<file path="src/asp_pkg.sv">
// shared constants and carrier types of the dual async serial port
// assumes one system clock and APB register access with 32-bit data
package asp_pkg;
  // register word index within a port window (byte address = index * 4)
  localparam logic [2:0] REG_DATA = 3'h0;
  localparam logic [2:0] REG_CTRL = 3'h1;
  localparam logic [2:0] REG_DIV = 3'h2;
  localparam logic [2:0] REG_BRK = 3'h3;
  localparam logic [2:0] REG_STAT = 3'h4;
  localparam logic [2:0] REG_MASK = 3'h5;
  localparam logic [2:0] REG_THR = 3'h6;
  localparam int PORT_BIT = 5; // each port owns 32 bytes
  localparam int ADDR_W = 12;
  // control fields
  localparam int CTL_LEN = 0;
  localparam int CTL_PEN = 2;
  localparam int CTL_PODD = 3;
  localparam int CTL_ADR = 4;
  localparam int CTL_STOP = 5;
  localparam int CTL_AFC = 7;
  localparam int CTL_IRDA = 8;
  localparam int CTL_DTX = 9;
  localparam int CTL_DRX = 10;
  localparam int CTL_GAP = 11;
  // threshold fields
  localparam int THR_HI = 0;
  localparam int THR_LO = 4;
  localparam int THR_ADR = 8;
  // status event bits
  localparam int NEV = 6;
  localparam int ST_RXD = 0;
  localparam int ST_PERR = 1;
  localparam int ST_FERR = 2;
  localparam int ST_OVR = 3;
  localparam int ST_BRK = 4;
  localparam int ST_TXE = 5;
  // reset values and fixed counts
  localparam logic [15:0] CTRL_RST = 16'h0003;
  localparam logic [15:0] DIV_RST = 16'h0004;
  localparam logic [15:0] THR_RST = 16'h0013;
  localparam int BASE_LEN = 5;
  localparam int STOP_HALVES = 2;

  typedef struct packed {
    logic [1:0] len; // data bits minus five
    logic pen;
    logic podd;
    logic adr;
    logic [1:0] stop; // half bits beyond one stop bit
    logic irda;
    logic [3:0] gap; // extra idle bit times
    logic [15:0] div; // clocks per half bit minus one
  } asp_cfg_t;

  typedef struct packed {
    logic brk;
    logic [8:0] d; // address bit and data, or break length
  } asp_txe_t;

  typedef struct packed {
    logic vld;
    logic [8:0] d;
    logic perr;
    logic ferr;
    logic brk;
  } asp_rxr_t;
endpackage

</file>
<file path="src/asp_top.sv">
// dual async serial port: APB registers, queues, flow control, interrupts, DMA requests
// assumes APB on pclk, DMA reaches the data register over the same APB,
// serial pins and cts_n asynchronous to pclk; DEPTH a power of two
module asp_top #(
  parameter int NPORT = 2, // number of serial ports
  parameter int DEPTH = 4 // entries per transmit and receive queue
) (
  input wire logic pclk, // system clock
  input wire logic presetn, // async reset, active low
  input wire logic psel, // APB select
  input wire logic penable, // APB access phase
  input wire logic pwrite, // APB direction
  input wire logic [asp_pkg::ADDR_W-1:0] paddr, // APB byte address
  input wire logic [31:0] pwdata, // APB write data
  output logic [31:0] prdata, // APB read data
  output logic pready, // APB ready
  output logic pslverr, // APB error on unmapped address
  input wire logic [NPORT-1:0] rxd, // serial inputs
  input wire logic [NPORT-1:0] cts_n, // clear to send, active low
  output logic [NPORT-1:0] txd, // serial outputs
  output logic [NPORT-1:0] rts_n, // request to send, active low
  output logic [NPORT-1:0] dma_tx_req, // transmit queue has room
  output logic [NPORT-1:0] dma_rx_req, // receive queue has data
  output logic irq // any unmasked event
);
  localparam int PW = (DEPTH > 1) ? $clog2(DEPTH) : 1;
  localparam int PSW = (NPORT > 1) ? $clog2(NPORT) : 1;
  localparam logic [PW:0] FULL = (PW + 1)'(DEPTH);

  typedef struct packed {
    logic [NPORT-1:0][15:0] ctrl;
    logic [NPORT-1:0][15:0] div;
    logic [NPORT-1:0][15:0] thr;
    logic [NPORT-1:0][asp_pkg::NEV-1:0] stat;
    logic [NPORT-1:0][asp_pkg::NEV-1:0] mask;
    logic [NPORT-1:0][DEPTH-1:0][9:0] tq;
    logic [NPORT-1:0][PW:0] tcnt;
    logic [NPORT-1:0][PW-1:0] trp;
    logic [NPORT-1:0][DEPTH-1:0][8:0] rq;
    logic [NPORT-1:0][PW:0] rcnt;
    logic [NPORT-1:0][PW-1:0] rrp;
    asp_pkg::asp_txe_t [NPORT-1:0] tent;
    logic [NPORT-1:0] cts1;
    logic [NPORT-1:0] cts2;
    logic [NPORT-1:0] rts_n;
    logic [NPORT-1:0] tgo;
    logic [NPORT-1:0] listen;
    logic [NPORT-1:0] dtx;
    logic [NPORT-1:0] drx;
    logic [31:0] prdata;
    logic pready;
    logic pslverr;
    logic irq;
  } asp_top_st_t;

  asp_top_st_t s, n;
  asp_pkg::asp_cfg_t [NPORT-1:0] cfg;
  asp_pkg::asp_rxr_t [NPORT-1:0] rxr;
  logic [NPORT-1:0] tbusy;
  logic acc, hit, sel, okf, tpush, tpop, rpop, irqv;
  logic [PSW-1:0] pt;
  logic [2:0] rg;
  logic [9:0] tnew;
  logic [PW-1:0] wp;
  logic [PW-1:0] rwp;
  logic [asp_pkg::NEV-1:0] ev;
  logic [asp_pkg::NEV-1:0] w1c;
  logic [31:0] rdv;

  // bus decode, register file and per-port queue control
  always_comb begin
    n = s;
    n.pready = 1'b0;
    n.pslverr = 1'b0;
    irqv = 1'b0;
    acc = psel && penable && !s.pready; // one wait state, then ready
    pt = paddr[asp_pkg::PORT_BIT +: PSW];
    rg = paddr[4:2];
    hit = (paddr[asp_pkg::ADDR_W-1:asp_pkg::PORT_BIT+PSW] == '0)
      && (32'(pt) < NPORT) && (rg <= asp_pkg::REG_THR);
    // read mux from the current state of the addressed port
    rdv = 32'h0000_0000;
    if (hit) begin
      case (rg)
        asp_pkg::REG_DATA: rdv = 32'(s.rq[pt][s.rrp[pt]]);
        asp_pkg::REG_CTRL: rdv = 32'(s.ctrl[pt]);
        asp_pkg::REG_DIV: rdv = 32'(s.div[pt]);
        asp_pkg::REG_STAT: rdv = 32'({s.tcnt[pt] == FULL, s.rcnt[pt] != '0, 2'b00, s.stat[pt]});
        asp_pkg::REG_MASK: rdv = 32'(s.mask[pt]);
        asp_pkg::REG_THR: rdv = 32'(s.thr[pt]);
        default: rdv = 32'h0000_0000;
      endcase
    end
    if (acc) begin
      n.pready = 1'b1;
      n.pslverr = !hit;
      n.prdata = pwrite ? 32'h0000_0000 : rdv;
    end
    // each port runs on its own state with no shared timing
    for (int p = 0; p < NPORT; p++) begin
      ev = '0;
      w1c = '0;
      tpush = 1'b0;
      tpop = 1'b0;
      rpop = 1'b0;
      okf = 1'b1;
      tnew = 10'h000;
      sel = acc && hit && (pt == PSW'(p));
      wp = PW'(s.trp[p] + s.tcnt[p][PW-1:0]);
      rwp = PW'(s.rrp[p] + s.rcnt[p][PW-1:0]);
      // clear-to-send synchroniser
      n.cts1[p] = cts_n[p];
      n.cts2[p] = s.cts1[p];
      // register writes and data pops
      if (sel && pwrite) begin
        case (rg)
          asp_pkg::REG_DATA: begin
            tpush = (s.tcnt[p] != FULL); // full queue drops the write
            tnew = {1'b0, pwdata[8:0]};
          end
          asp_pkg::REG_BRK: begin
            tpush = (s.tcnt[p] != FULL); // break queued in order
            tnew = {1'b1, 1'b0, pwdata[7:0]};
          end
          asp_pkg::REG_CTRL: n.ctrl[p] = pwdata[15:0];
          asp_pkg::REG_DIV: n.div[p] = pwdata[15:0];
          asp_pkg::REG_STAT: w1c = pwdata[asp_pkg::NEV-1:0];
          asp_pkg::REG_MASK: n.mask[p] = pwdata[asp_pkg::NEV-1:0];
          asp_pkg::REG_THR: n.thr[p] = pwdata[15:0];
          default: w1c = '0;
        endcase
      end
      if (sel && !pwrite && (rg == asp_pkg::REG_DATA) && (s.rcnt[p] != '0)) begin
        rpop = 1'b1; // processor or DMA read drains the queue
      end
      if (tpush) begin
        n.tq[p][wp] = tnew;
      end
      // hand the head entry to the serialiser, gated by clear to send
      n.tgo[p] = 1'b0;
      if (!tbusy[p] && !s.tgo[p] && (s.tcnt[p] != '0)
          && (!s.ctrl[p][asp_pkg::CTL_AFC] || !s.cts2[p])) begin
        n.tgo[p] = 1'b1;
        n.tent[p] = s.tq[p][s.trp[p]];
        n.trp[p] = s.trp[p] + PW'(1);
        tpop = 1'b1;
      end
      n.tcnt[p] = s.tcnt[p] + (PW + 1)'(tpush) - (PW + 1)'(tpop);
      if (tpop && (s.tcnt[p] == (PW + 1)'(1)) && !tpush) ev[asp_pkg::ST_TXE] = 1'b1;
      // received frame: multi-drop filter, errors, queue push
      if (rxr[p].vld) begin
        if (s.ctrl[p][asp_pkg::CTL_ADR]) begin
          if (rxr[p].d[8]) begin
            n.listen[p] = (rxr[p].d[7:0] == s.thr[p][asp_pkg::THR_ADR +: 8]);
            okf = n.listen[p];
          end else begin
            okf = s.listen[p]; // data for other nodes stays silent
          end
        end
        if (okf) begin
          ev[asp_pkg::ST_PERR] = rxr[p].perr;
          ev[asp_pkg::ST_FERR] = rxr[p].ferr;
          ev[asp_pkg::ST_BRK] = rxr[p].brk;
          if (!rxr[p].brk) begin
            if ((s.rcnt[p] != FULL) || rpop) begin
              n.rq[p][rwp] = rxr[p].d;
              ev[asp_pkg::ST_RXD] = 1'b1;
            end else begin
              ev[asp_pkg::ST_OVR] = 1'b1;
            end
          end
        end
      end
      if (rpop) n.rrp[p] = s.rrp[p] + PW'(1);
      n.rcnt[p] = s.rcnt[p] + (PW + 1)'(ev[asp_pkg::ST_RXD]) - (PW + 1)'(rpop);
      // sticky events, a new event wins over a clear in the same cycle
      n.stat[p] = (s.stat[p] & ~w1c) | ev;
      // request to send from receive fill thresholds
      if (!s.ctrl[p][asp_pkg::CTL_AFC]) begin
        n.rts_n[p] = 1'b0;
      end else if (8'(n.rcnt[p]) >= 8'(s.thr[p][asp_pkg::THR_HI +: 4])) begin
        n.rts_n[p] = 1'b1;
      end else if (8'(n.rcnt[p]) <= 8'(s.thr[p][asp_pkg::THR_LO +: 4])) begin
        n.rts_n[p] = 1'b0;
      end
      // DMA requests as queue levels, both directions at once
      n.dtx[p] = s.ctrl[p][asp_pkg::CTL_DTX] && (n.tcnt[p] != FULL);
      n.drx[p] = s.ctrl[p][asp_pkg::CTL_DRX] && (n.rcnt[p] != '0);
      irqv = irqv | (|(n.stat[p] & n.mask[p]));
    end
    n.irq = irqv;
  end

  // state register
  always_ff @(posedge pclk or negedge presetn) begin
    if (!presetn) begin
      s <= '0;
      s.ctrl <= {NPORT{asp_pkg::CTRL_RST}};
      s.div <= {NPORT{asp_pkg::DIV_RST}};
      s.thr <= {NPORT{asp_pkg::THR_RST}};
      s.cts1 <= '1;
      s.cts2 <= '1;
      s.rts_n <= '1;
    end else begin
      s <= n;
    end
  end

  // one serialiser and one deserialiser per port
  for (genvar p = 0; p < NPORT; p++) begin : g_port
    assign cfg[p].len = s.ctrl[p][asp_pkg::CTL_LEN +: 2];
    assign cfg[p].pen = s.ctrl[p][asp_pkg::CTL_PEN];
    assign cfg[p].podd = s.ctrl[p][asp_pkg::CTL_PODD];
    assign cfg[p].adr = s.ctrl[p][asp_pkg::CTL_ADR];
    assign cfg[p].stop = s.ctrl[p][asp_pkg::CTL_STOP +: 2];
    assign cfg[p].irda = s.ctrl[p][asp_pkg::CTL_IRDA];
    assign cfg[p].gap = s.ctrl[p][asp_pkg::CTL_GAP +: 4];
    assign cfg[p].div = s.div[p];

    asp_tx u_tx (
      .pclk(pclk),
      .presetn(presetn),
      .cfg(cfg[p]),
      .go(s.tgo[p]),
      .ent(s.tent[p]),
      .busy(tbusy[p]),
      .txd(txd[p])
    );

    asp_rx u_rx (
      .pclk(pclk),
      .presetn(presetn),
      .cfg(cfg[p]),
      .rxd(rxd[p]),
      .res(rxr[p])
    );
  end

  // outputs straight from the state register
  assign prdata = s.prdata;
  assign pready = s.pready;
  assign pslverr = s.pslverr;
  assign rts_n = s.rts_n;
  assign dma_tx_req = s.dtx;
  assign dma_rx_req = s.drx;
  assign irq = s.irq;
endmodule // asp_top

</file>
<file path="src/asp_tx.sv">
// transmit serialiser: start, data, address, parity, stop, gap, break, IrDA pulses
// assumes go is a one-cycle pulse given only while busy is low
module asp_tx (
  input wire logic pclk, // system clock
  input wire logic presetn, // async reset, active low
  input asp_pkg::asp_cfg_t cfg, // character format
  input wire logic go, // start one queue entry
  input asp_pkg::asp_txe_t ent, // entry to send
  output logic busy, // frame in progress
  output logic txd // serial output
);
  typedef enum logic [1:0] {TX_IDLE, TX_SEND, TX_STOP} asp_txst_t;
  typedef struct packed {
    asp_txst_t st;
    logic [15:0] dv;
    logic ph;
    logic [8:0] nb;
    logic [11:0] sh;
    logic [5:0] sp;
    logic [15:0] ip;
    logic txd;
  } asp_tx_st_t;
  asp_tx_st_t s, n;
  logic tick, par;
  logic [7:0] dm;
  logic [11:0] fr;
  logic [3:0] k;
  logic [17:0] pl;
  logic [15:0] plen;

  // frame building and bit timing
  always_comb begin
    n = s;
    tick = (s.dv == 16'h0000);
    n.dv = tick ? cfg.div : s.dv - 16'h0001; // half-bit divider
    pl = (18'(cfg.div) + 18'h00001) * 18'h00003;
    plen = 16'(pl >> 3); // 3/16 of a bit
    if (plen == 16'h0000) plen = 16'h0001;
    dm = ent.d[7:0] & (8'hFF >> (2'h3 - cfg.len)); // five to eight bits
    par = (^dm) ^ cfg.podd;
    k = 4'(cfg.len) + 4'h6;
    fr = 12'(dm) << 1;
    if (cfg.adr) fr = fr | (12'(ent.d[8]) << k); // address bit
    if (cfg.pen) fr = fr | (12'(par) << (k + 4'(cfg.adr)));
    if (s.ip != 16'h0000) n.ip = s.ip - 16'h0001;
    case (s.st)
      TX_IDLE: begin
        if (go) begin
          n.st = TX_SEND;
          n.dv = cfg.div;
          n.ph = 1'b0;
          // stop halves 2..5 plus inter-frame gap
          n.sp = 6'(asp_pkg::STOP_HALVES) + 6'(cfg.stop) + {1'b0, cfg.gap, 1'b0};
          n.ip = cfg.irda ? plen : 16'h0000;
          if (ent.brk) begin
            n.sh = 12'h000; // break holds the line low for its length
            n.nb = (ent.d[7:0] == 8'h00) ? 9'h001 : 9'(ent.d[7:0]);
          end else begin
            n.sh = fr;
            n.nb = 9'(k) + 9'(cfg.adr) + 9'(cfg.pen);
          end
        end
      end
      TX_SEND: begin
        if (tick) begin
          n.ph = ~s.ph;
          if (s.ph) begin
            n.sh = s.sh >> 1;
            n.nb = s.nb - 9'h001;
            if (s.nb == 9'h001) n.st = TX_STOP;
            else if (cfg.irda && !s.sh[1]) n.ip = plen; // pulse per zero bit
          end
        end
      end
      TX_STOP: begin
        if (tick) begin
          n.sp = s.sp - 6'h01;
          if (s.sp == 6'h01) n.st = TX_IDLE;
        end
      end
      default: n.st = TX_IDLE;
    endcase
    n.txd = cfg.irda ? (n.ip != 16'h0000) : ((n.st == TX_SEND) ? n.sh[0] : 1'b1);
  end

  // state register
  always_ff @(posedge pclk or negedge presetn) begin
    if (!presetn) begin
      s <= '0;
      s.txd <= 1'b1;
    end else begin
      s <= n;
    end
  end

  assign busy = (s.st != TX_IDLE);
  assign txd = s.txd;
endmodule // asp_tx

</file>
<file path="src/asp_rx.sv">
// receive deserialiser: centre sampling, IrDA decode, parity, framing and break checks
// assumes rxd is asynchronous to pclk
module asp_rx (
  input wire logic pclk, // system clock
  input wire logic presetn, // async reset, active low
  input asp_pkg::asp_cfg_t cfg, // character format
  input wire logic rxd, // serial input pin
  output asp_pkg::asp_rxr_t res // one-cycle result
);
  typedef enum logic [1:0] {RX_IDLE, RX_START, RX_BITS, RX_STOP} asp_rxst_t;
  typedef struct packed {
    asp_rxst_t st;
    logic s1;
    logic s2;
    logic lp;
    logic [16:0] ir;
    logic [15:0] dv;
    logic ph;
    logic [3:0] idx;
    logic [9:0] v;
    asp_pkg::asp_rxr_t res;
  } asp_rx_st_t;
  asp_rx_st_t s, n;
  logic tick, line, brk, parb;
  logic [3:0] nbits;
  logic [9:0] hi;
  logic [7:0] dm;

  // sampling engine
  always_comb begin
    n = s;
    n.s1 = rxd;
    n.s2 = s.s1;
    n.res.vld = 1'b0;
    // IrDA pulse stretched to one bit, high pulse means zero
    if (s.s2) n.ir = {cfg.div, 1'b1};
    else if (s.ir != 17'h00000) n.ir = s.ir - 17'h00001;
    line = cfg.irda ? (s.ir == 17'h00000) : s.s2;
    n.lp = line;
    tick = (s.dv == 16'h0000);
    n.dv = tick ? cfg.div : s.dv - 16'h0001;
    nbits = 4'(cfg.len) + 4'(asp_pkg::BASE_LEN) + 4'(cfg.adr) + 4'(cfg.pen);
    hi = s.v >> (4'(cfg.len) + 4'(asp_pkg::BASE_LEN));
    dm = s.v[7:0] & (8'hFF >> (2'h3 - cfg.len));
    parb = cfg.adr ? hi[1] : hi[0];
    brk = !line && (s.v == 10'h000);
    case (s.st)
      RX_IDLE: begin
        if (s.lp && !line) begin
          n.st = RX_START; // falling start edge
          n.dv = cfg.div;
        end
      end
      RX_START: begin
        if (tick) begin
          n.st = line ? RX_IDLE : RX_BITS; // centre of start bit
          n.ph = 1'b0;
          n.idx = 4'h0;
          n.v = 10'h000;
        end
      end
      RX_BITS: begin
        if (tick) begin
          n.ph = ~s.ph;
          if (s.ph) begin
            n.v[s.idx] = line;
            n.idx = s.idx + 4'h1;
            if (s.idx == nbits - 4'h1) n.st = RX_STOP;
          end
        end
      end
      RX_STOP: begin
        if (tick) begin
          n.ph = ~s.ph;
          if (s.ph) begin
            n.st = RX_IDLE;
            n.res.vld = 1'b1;
            n.res.d = {cfg.adr & hi[0], dm};
            n.res.perr = cfg.pen && ((^dm) ^ parb ^ cfg.podd);
            n.res.ferr = !line && !brk;
            n.res.brk = brk;
          end
        end
      end
      default: n.st = RX_IDLE;
    endcase
  end

  // state register
  always_ff @(posedge pclk or negedge presetn) begin
    if (!presetn) begin
      s <= '0;
      s.s1 <= 1'b1;
      s.s2 <= 1'b1;
      s.lp <= 1'b1;
    end else begin
      s <= n;
    end
  end

  assign res = s.res;
endmodule // asp_rx

</file>
<file path="config.mk">
export PLATFORM = sky130hd
export DESIGN_NAME = asp_top
export DESIGN_NICKNAME = d
export VERILOG_FILES = /design/src/asp_pkg.sv /design/src/asp_top.sv /design/src/asp_tx.sv /design/src/asp_rx.sv
export SDC_FILE = /design/constraint.sdc
export NUM_CORES = 1
export LEC_CHECK = 0
export ABC_CLOCK_PERIOD_IN_PS = 5770
export BUFFER_PORTS_ARGS = -buffer_cell sky130_fd_sc_hd__buf_4
export CAP_MARGIN = 25
export CORE_ASPECT_RATIO = 1.25
export CORE_MARGIN = 1
export CORE_UTILIZATION = 51
export CTS_CLUSTER_SIZE = 28
export DETAILED_ROUTE_END_ITERATION = 10
export PLACE_DENSITY = 0.65
export SLEW_MARGIN = 20
export SYNTH_ARGS = -nofsm -noshare
export SYNTH_HDL_FRONTEND = slang
export SYNTH_SLANG_ARGS = --single-unit
</file>
<file path="constraint.sdc">
create_clock -name pclk -period 5.77 [get_ports pclk]
set_input_delay 1.154 -clock pclk [delete_from_list [all_inputs] [get_ports pclk]]
set_output_delay 1.154 -clock pclk [all_outputs]
set_load 0.1 [all_outputs]
</file>
Word level (Yosys, flattened, before mapping)

Cells that the tools add are included.

Register bits after elaboration: 619
Latch bits: 0
Bits in writable memories: 0
ROM bits: 0
Bits of input ports: 53
Word-level logic and storage cells: 610
Memories kept: 0

Add/subtract/negate cells: 54
$mul: 2
Div/mod/pow operators: 0
$lt $le $gt $ge: 21
Eq/ne operators: 59
Shift operators: 8
Muxes and demuxes: 196
Bitwise gates (word level): 32
Reductions and logical operators: 141

Operators with widths:

| cell                                                                  | count |
|---|---|
| 16-bit 2-to-1 mux                                                     | 28 |
| 62-bit 2-to-1 mux                                                     | 2 |
| 16-bit zero test                                                      | 6 |
| 16-bit case mux with 6 select lines                                   | 1 |
| 16-bit by 1-bit subtractor with 16-bit output (second input constant) | 6 |
| 15-bit 2-to-1 mux                                                     | 6 |
| 22-bit case mux with 2 select lines                                   | 2 |
| 21-bit 2-to-1 mux                                                     | 4 |
| 40-bit bitwise mux                                                    | 2 |
| 13-bit 2-to-1 mux                                                     | 6 |
| 6-bit 2-to-1 mux                                                      | 13 |
| 36-bit bitwise mux                                                    | 2 |
| 36-bit 2-to-1 mux                                                     | 2 |
| 17-bit 2-to-1 mux                                                     | 4 |
| 32-bit 2-to-1 mux                                                     | 2 |
| 16-bit case mux with 2 select lines                                   | 2 |
| 16-bit nonzero test                                                   | 4 |
| 10-bit 2-to-1 mux                                                     | 6 |
| 2-bit 2-to-1 mux                                                      | 29 |
| 14-bit case mux with 2 select lines                                   | 2 |
| 12-bit 2-to-1 mux                                                     | 4 |
| 1-bit by 4-bit << shifter with 12-bit output                          | 4 |
| 1-bit logical AND                                                     | 44 |
| 22-bit 2-to-1 mux                                                     | 2 |
| other kinds (86)                                                      | 330 |

Logic depth before layout (Yosys ltp)

Word-level depth: 19
Depth in mapped cells: 18

Cells and area by module

From an unflattened synthesis, not the netlist that was laid out.

Cell total of the unflattened synthesis: 3467
Area, all modules: 35217.5 um2

By module, submodules not included:

| module                   | instances | cells each | area each (um2) | sequential area each (um2) |
|---|---|---|---|---|
| asp_top                  | 1         | 1322       | 16368.2         | 8655.8 |
| asp_tx at g_port[1].u_tx | 1         | 714        | 5713.0          | 1577.8 |
| asp_tx at g_port[0].u_tx | 1         | 650        | 5407.7          | 1577.8 |
| asp_rx at g_port[1].u_rx | 1         | 392        | 3920.0          | 1655.3 |
| asp_rx at g_port[0].u_rx | 1         | 389        | 3808.7          | 1655.3 |

Least setup slack after synthesis

No wires, ideal clock.

Path kind: reg2reg
Start point: reg s (netlist bit cfg[30])
End point: reg g_port[1].u_tx.txd (netlist name)
Arrival time: 4.348 ns
Data required time: 5.688 ns
Slack: 1.340 ns
Stages on the path, launching flop included: 17
Clock period less this slack: 4.430 ns
Cell sequence: dfstp_2 clkbuf_1 and4_1 clkbuf_1 nand2_1 xnor2_1 inv_1 ha_1 or4_1 a21oi_1 nor2_1 xnor2_1 a21o_2 or4_1 or4_1 or4_1 o31a_1

RTL lines:

| item                   | line           | RTL |
|---|---|---|
| from (decl)            | asp_top.sv:56  | `asp_top_st_t s, n;` |
| from (signal assigned) | asp_top.sv:205 | `s <= n;` |

==> results.md <==
Status:
- The flow ran to the end, and the final reports show no timing, DRC or antenna violations.

Timing:
- Static timing analysis puts the maximum clock frequency at 0.198 GHz.
- For the final database, setup skew stands at 20.9 ps.
- The final count of hold timing violations is 0.
- The number of pins exceeding their max-slew limit in the final report is 0.
- Setup repair after global routing left no endpoint under its margin.
- Across all setup checks in the final design, the least slack found is 726 ps.
- Setup violations remaining at the end of the flow were counted as 0.
- The post-route minimum period is 5040 ps.
- Measured against its own limit, the worst slew margin works out to 28.8%.
- The accumulated negative setup slack is 0 ps.
- The final critical path takes up 87.4% of the cycle.
- The slew of the pin with the lowest slew margin is 1070 ps.

Clock tree:
- The clock passes through at most 3 buffers.
- Clock tree synthesis found a total of 603 sinks.
- The number of buffers inserted during clock tree synthesis is 60.
- The post-cts hold buffer count is 0.
- The root buffer cell chosen for the clock tree is sky130_fd_sc_hd__clkbuf_16.
- The CTS clock-pin slew for the worst setup and hold paths is 60 ps.
- After clock tree synthesis, the setup repair step added 0 buffers.
- The number of H-tree branching levels is 2.
- The number of instances resized during post-cts repair is 0.
- TritonCTS built the clock tree.
- For the worst-skew pair, the clock arrives at the later sink with an insertion delay of 640 ps.

Min path:
- The tightest min-delay check is of the flip-flop to flip-flop type.
- The endpoint of the worst hold path is g_port[1].u_rx.s[62].
- The number of cells on the worst hold path is 0.
- The hold path startpoint is g_port[1].u_rx.n[62].

Placement:
- The total half-perimeter wirelength after legalization and detailed placement is 61700 um.
- The pre-CTS setup slack is 788 ps.
- Once placement completed, the tool counted placed cells totaling 4085.
- The placed instances occupy a cell area of 34300 um2.
- The port buffer count is 61.
- The final estimated routing congestion in global placement is 0.912.

Routing:
- The count of nets left with antenna violations once routing finished came out at 0.
- Wires add up to 88300 um.
- The via-per-instance ratio is 6.05.
- The number of remaining DRC errors is 0.
- The number of detailed-routing iterations run before antenna repair is 6.
- The number of violations reported at the end of detailed-routing iteration 0 is 2095.
- Dividing the detail-routed wire length by the instance count gives 21.0 um.
- The count of vias placed by the detailed router is 25400.

Yosys:
- After synthesis, the cell types taking the most area are sky130_fd_sc_hd__dfrtp_1, sky130_fd_sc_hd__mux2_2, sky130_fd_sc_hd__nand2_1, sky130_fd_sc_hd__ha_1, sky130_fd_sc_hd__o21ai_0.
- The share of Yosys cell area claimed by the top area cell type is 43.2%.
- In the synthesized netlist the async set-or-reset flop fraction comes to 100%.
- After synthesis the netlist holds a flip-flop and latch count of 603.
- The commonest cells after synthesis are sky130_fd_sc_hd__dfrtp_1, sky130_fd_sc_hd__nand2_1, sky130_fd_sc_hd__o21ai_0.
- Dividing the synthesized area by the synthesized cell count gives 9.97 um2.
- The prevailing post-synth register cell is sky130_fd_sc_hd__dfrtp_1.
- In this run the cell area of the synthesized design comes to 33400 um2.
- The number of different library cells in the post-synthesis netlist is 90.
- In the synthesized netlist, the number of instances is 3354.
- The fraction of the yosys area taken by sequential cells is 45.2%.
- The total of warnings raised by yosys is 0.
- sky130_fd_sc_hd__dfrtp_1 takes more of the synthesized area than any other cell.
- Counting flops with a built-in enable in the synthesized netlist gives 0.
- The most frequent cell after synthesis is sky130_fd_sc_hd__dfrtp_1.

Final layout:
- The share of final-layout standard cells stronger than drive strength 1 is 15.2%.
- The finished layout holds 4200 standard cells, fillers aside.
- The area added between synthesis and finish is 9.06%.
- The total non-filler cell area in the finished layout is 36500 um2.
- The number of antenna diodes in the final layout is 0.
- The layout has 5584 filler cells.
- The final-stage net count is 3468.

Floorplan:
- The number of placed I/O pins is 96.
- The total die area is 66600 um2.
- The initial utilization of the core area, before any placement, comes to 51.7%.
- The vertical die dimension is 288 um.
- The placeable core area is 64700 um2.
- The die is 231 um wide.
- The placement row count is 104.

Worst setup path:
- The source of the worst register-to-register timing path is g_port[1].u_tx.s[45].
- At the worst endpoint, the required time is 6310 ps.
- In this run the critical register-to-register path is captured at g_port[1].u_tx.txd.
- Across all register-to-register paths, the minimum setup slack is 730 ps.
- The critical path class is flip-flop to flip-flop.
- The kind of start point of the critical path is a flip-flop.
- The type of element capturing the critical path is a flip-flop.
- At the worst endpoint, the arrival time is 5590 ps.
- Measured in cells, the most critical reg-to-reg path has a length of 13.
- The highest fanout seen on the critical path is 16.

GRT:
- The number of global-route vias before repair is 25300.
- The initial antenna violation count is 1.
- The residual overflow from global routing is 0.
- The all-layer global routing usage is 27.0%.
- The maximum number of pins on one net before global-route repair is 122.
- The first global-routing pass estimated 142000 um of wire.

Power:
- The power per unit of standard cell area is 330 nW/um2.
- The static power due to leakage is 16.2 nW.
- The worst voltage drop across the vdd grid is 0.000264 V.

Run:
- The tool flagged a number of max-cap violations equal to 0.
[cell families (layout without fill, tap and decap cells)]
group	Yosys count	after routing	synth area share [%]
AND/OR/NAND/NOR	1029	1029	14.8
AO/OA/AOI/OAI	741	741	14.1
flip-flops	603	603	45.2
buffers and inverters	350	333	4.43
multiplexers	285	285	11.0
XOR/XNOR	230	230	6.06
adder cells (fa/ha/maj)	115	115	4.48
other	1	16	0.0112
[power breakdown]
group	internal (mW)	switching (mW)
Clock	2.46	1.73
Combinational	1.07	1.42
Sequential	4.75	0.593
[metal layers]
metal	track usage, %	up-vias	wire length [um]
li1	-	11800	-
met2	43.8	722	41500
met4	7.76	0	2410
met1	37.7	12700	39500
met3	3.99	161	4880
met5	0	-	0
[layout make-up]
type / instances / area [um2] / area share, %
clock buffer: 88 / 1790 / 4.90
tap: 848 / 1060 / 2.91
multi-input combinational: 2416 / 16900 / 46.4
sequential: 603 / 15100 / 41.5
inverter: 127 / 477 / 1.31
clock inverter: 26 / 337 / 0.923
timing repair buffer: 92 / 748 / 2.05
[cells in the final DEF (no fill, tap or decap), types with 28 or more instances in the layout]
cell type / instances
sky130_fd_sc_hd__nand2_1: 376
sky130_fd_sc_hd__clkbuf_16: 61
sky130_fd_sc_hd__a31oi_1: 38
sky130_fd_sc_hd__a21oi_1: 154
sky130_fd_sc_hd__nand4_1: 28
sky130_fd_sc_hd__a22o_1: 37
sky130_fd_sc_hd__nor3_1: 69
sky130_fd_sc_hd__dfrtp_1: 577
sky130_fd_sc_hd__mux2i_1: 32
sky130_fd_sc_hd__xnor2_1: 144
sky130_fd_sc_hd__buf_4: 87
sky130_fd_sc_hd__nor2_1: 223
sky130_fd_sc_hd__inv_1: 126
sky130_fd_sc_hd__a22oi_1: 33
sky130_fd_sc_hd__ha_1: 107
sky130_fd_sc_hd__o21ai_0: 254
sky130_fd_sc_hd__xor2_1: 85
sky130_fd_sc_hd__nor2b_1: 29
sky130_fd_sc_hd__nand3_1: 71
sky130_fd_sc_hd__or3_1: 34
sky130_fd_sc_hd__nor4_1: 41
sky130_fd_sc_hd__mux2_2: 208
sky130_fd_sc_hd__mux4_2: 44
[critical path, cell delays in order (launching register included)]
cell and delay, ps:
sky130_fd_sc_hd__dfrtp_1 400, sky130_fd_sc_hd__inv_1 80, sky130_fd_sc_hd__ha_1 200, sky130_fd_sc_hd__or4b_1 560, sky130_fd_sc_hd__nor4_4 420, sky130_fd_sc_hd__nand2_2 290, sky130_fd_sc_hd__o21ai_4 480, sky130_fd_sc_hd__o22ai_1 200
sky130_fd_sc_hd__or3b_1 390, sky130_fd_sc_hd__or4_1 420, sky130_fd_sc_hd__or4_1 430, sky130_fd_sc_hd__or4_1 400, sky130_fd_sc_hd__or4_1 410, sky130_fd_sc_hd__o31a_1 270
[how the worst max path moves through the flow]
stage	start	endpoint	slack, ps
after floorplan	cfg[30]	g_port[1].u_tx.txd	1340
after detailed placement	g_port[1].u_tx.s[45]	g_port[1].u_tx.txd	790
final	g_port[1].u_tx.s[45]	g_port[1].u_tx.txd	730
after CTS	g_port[1].u_tx.s[45]	g_port[1].u_tx.txd	760
after global routing	cfg[2]	g_port[0].u_tx.txd	330
after global placement	psel	rts_n[1]	840
[through the flow]
stage	utilization [%]	power (mW)	hold slack, ps
6_report	56.4	12.0	355
5_1_grt	56.4	12.6	365
4_1_cts	56.4	12.1	357
3_5_place_dp	53.1	7.89	347
3_3_place_gp	53.1	7.76	345
2_1_floorplan	-	7.22	345
[state kept, by name, indices dropped and copies added (netlist names), named ones only]
register,flops
rts_n,2
pslverr,1
g_port.u_tx.txd,2
g_port.u_rx.res,26
dma_rx_req,2
n,2
irq,1
g_port.u_tx.s,124
s,262
pready,1
cfg,56
g_port.u_rx.n,2
prdata,16
dma_tx_req,2
g_port.u_rx.s,102
No activity file was read; power rests on OpenSTA's default activity.
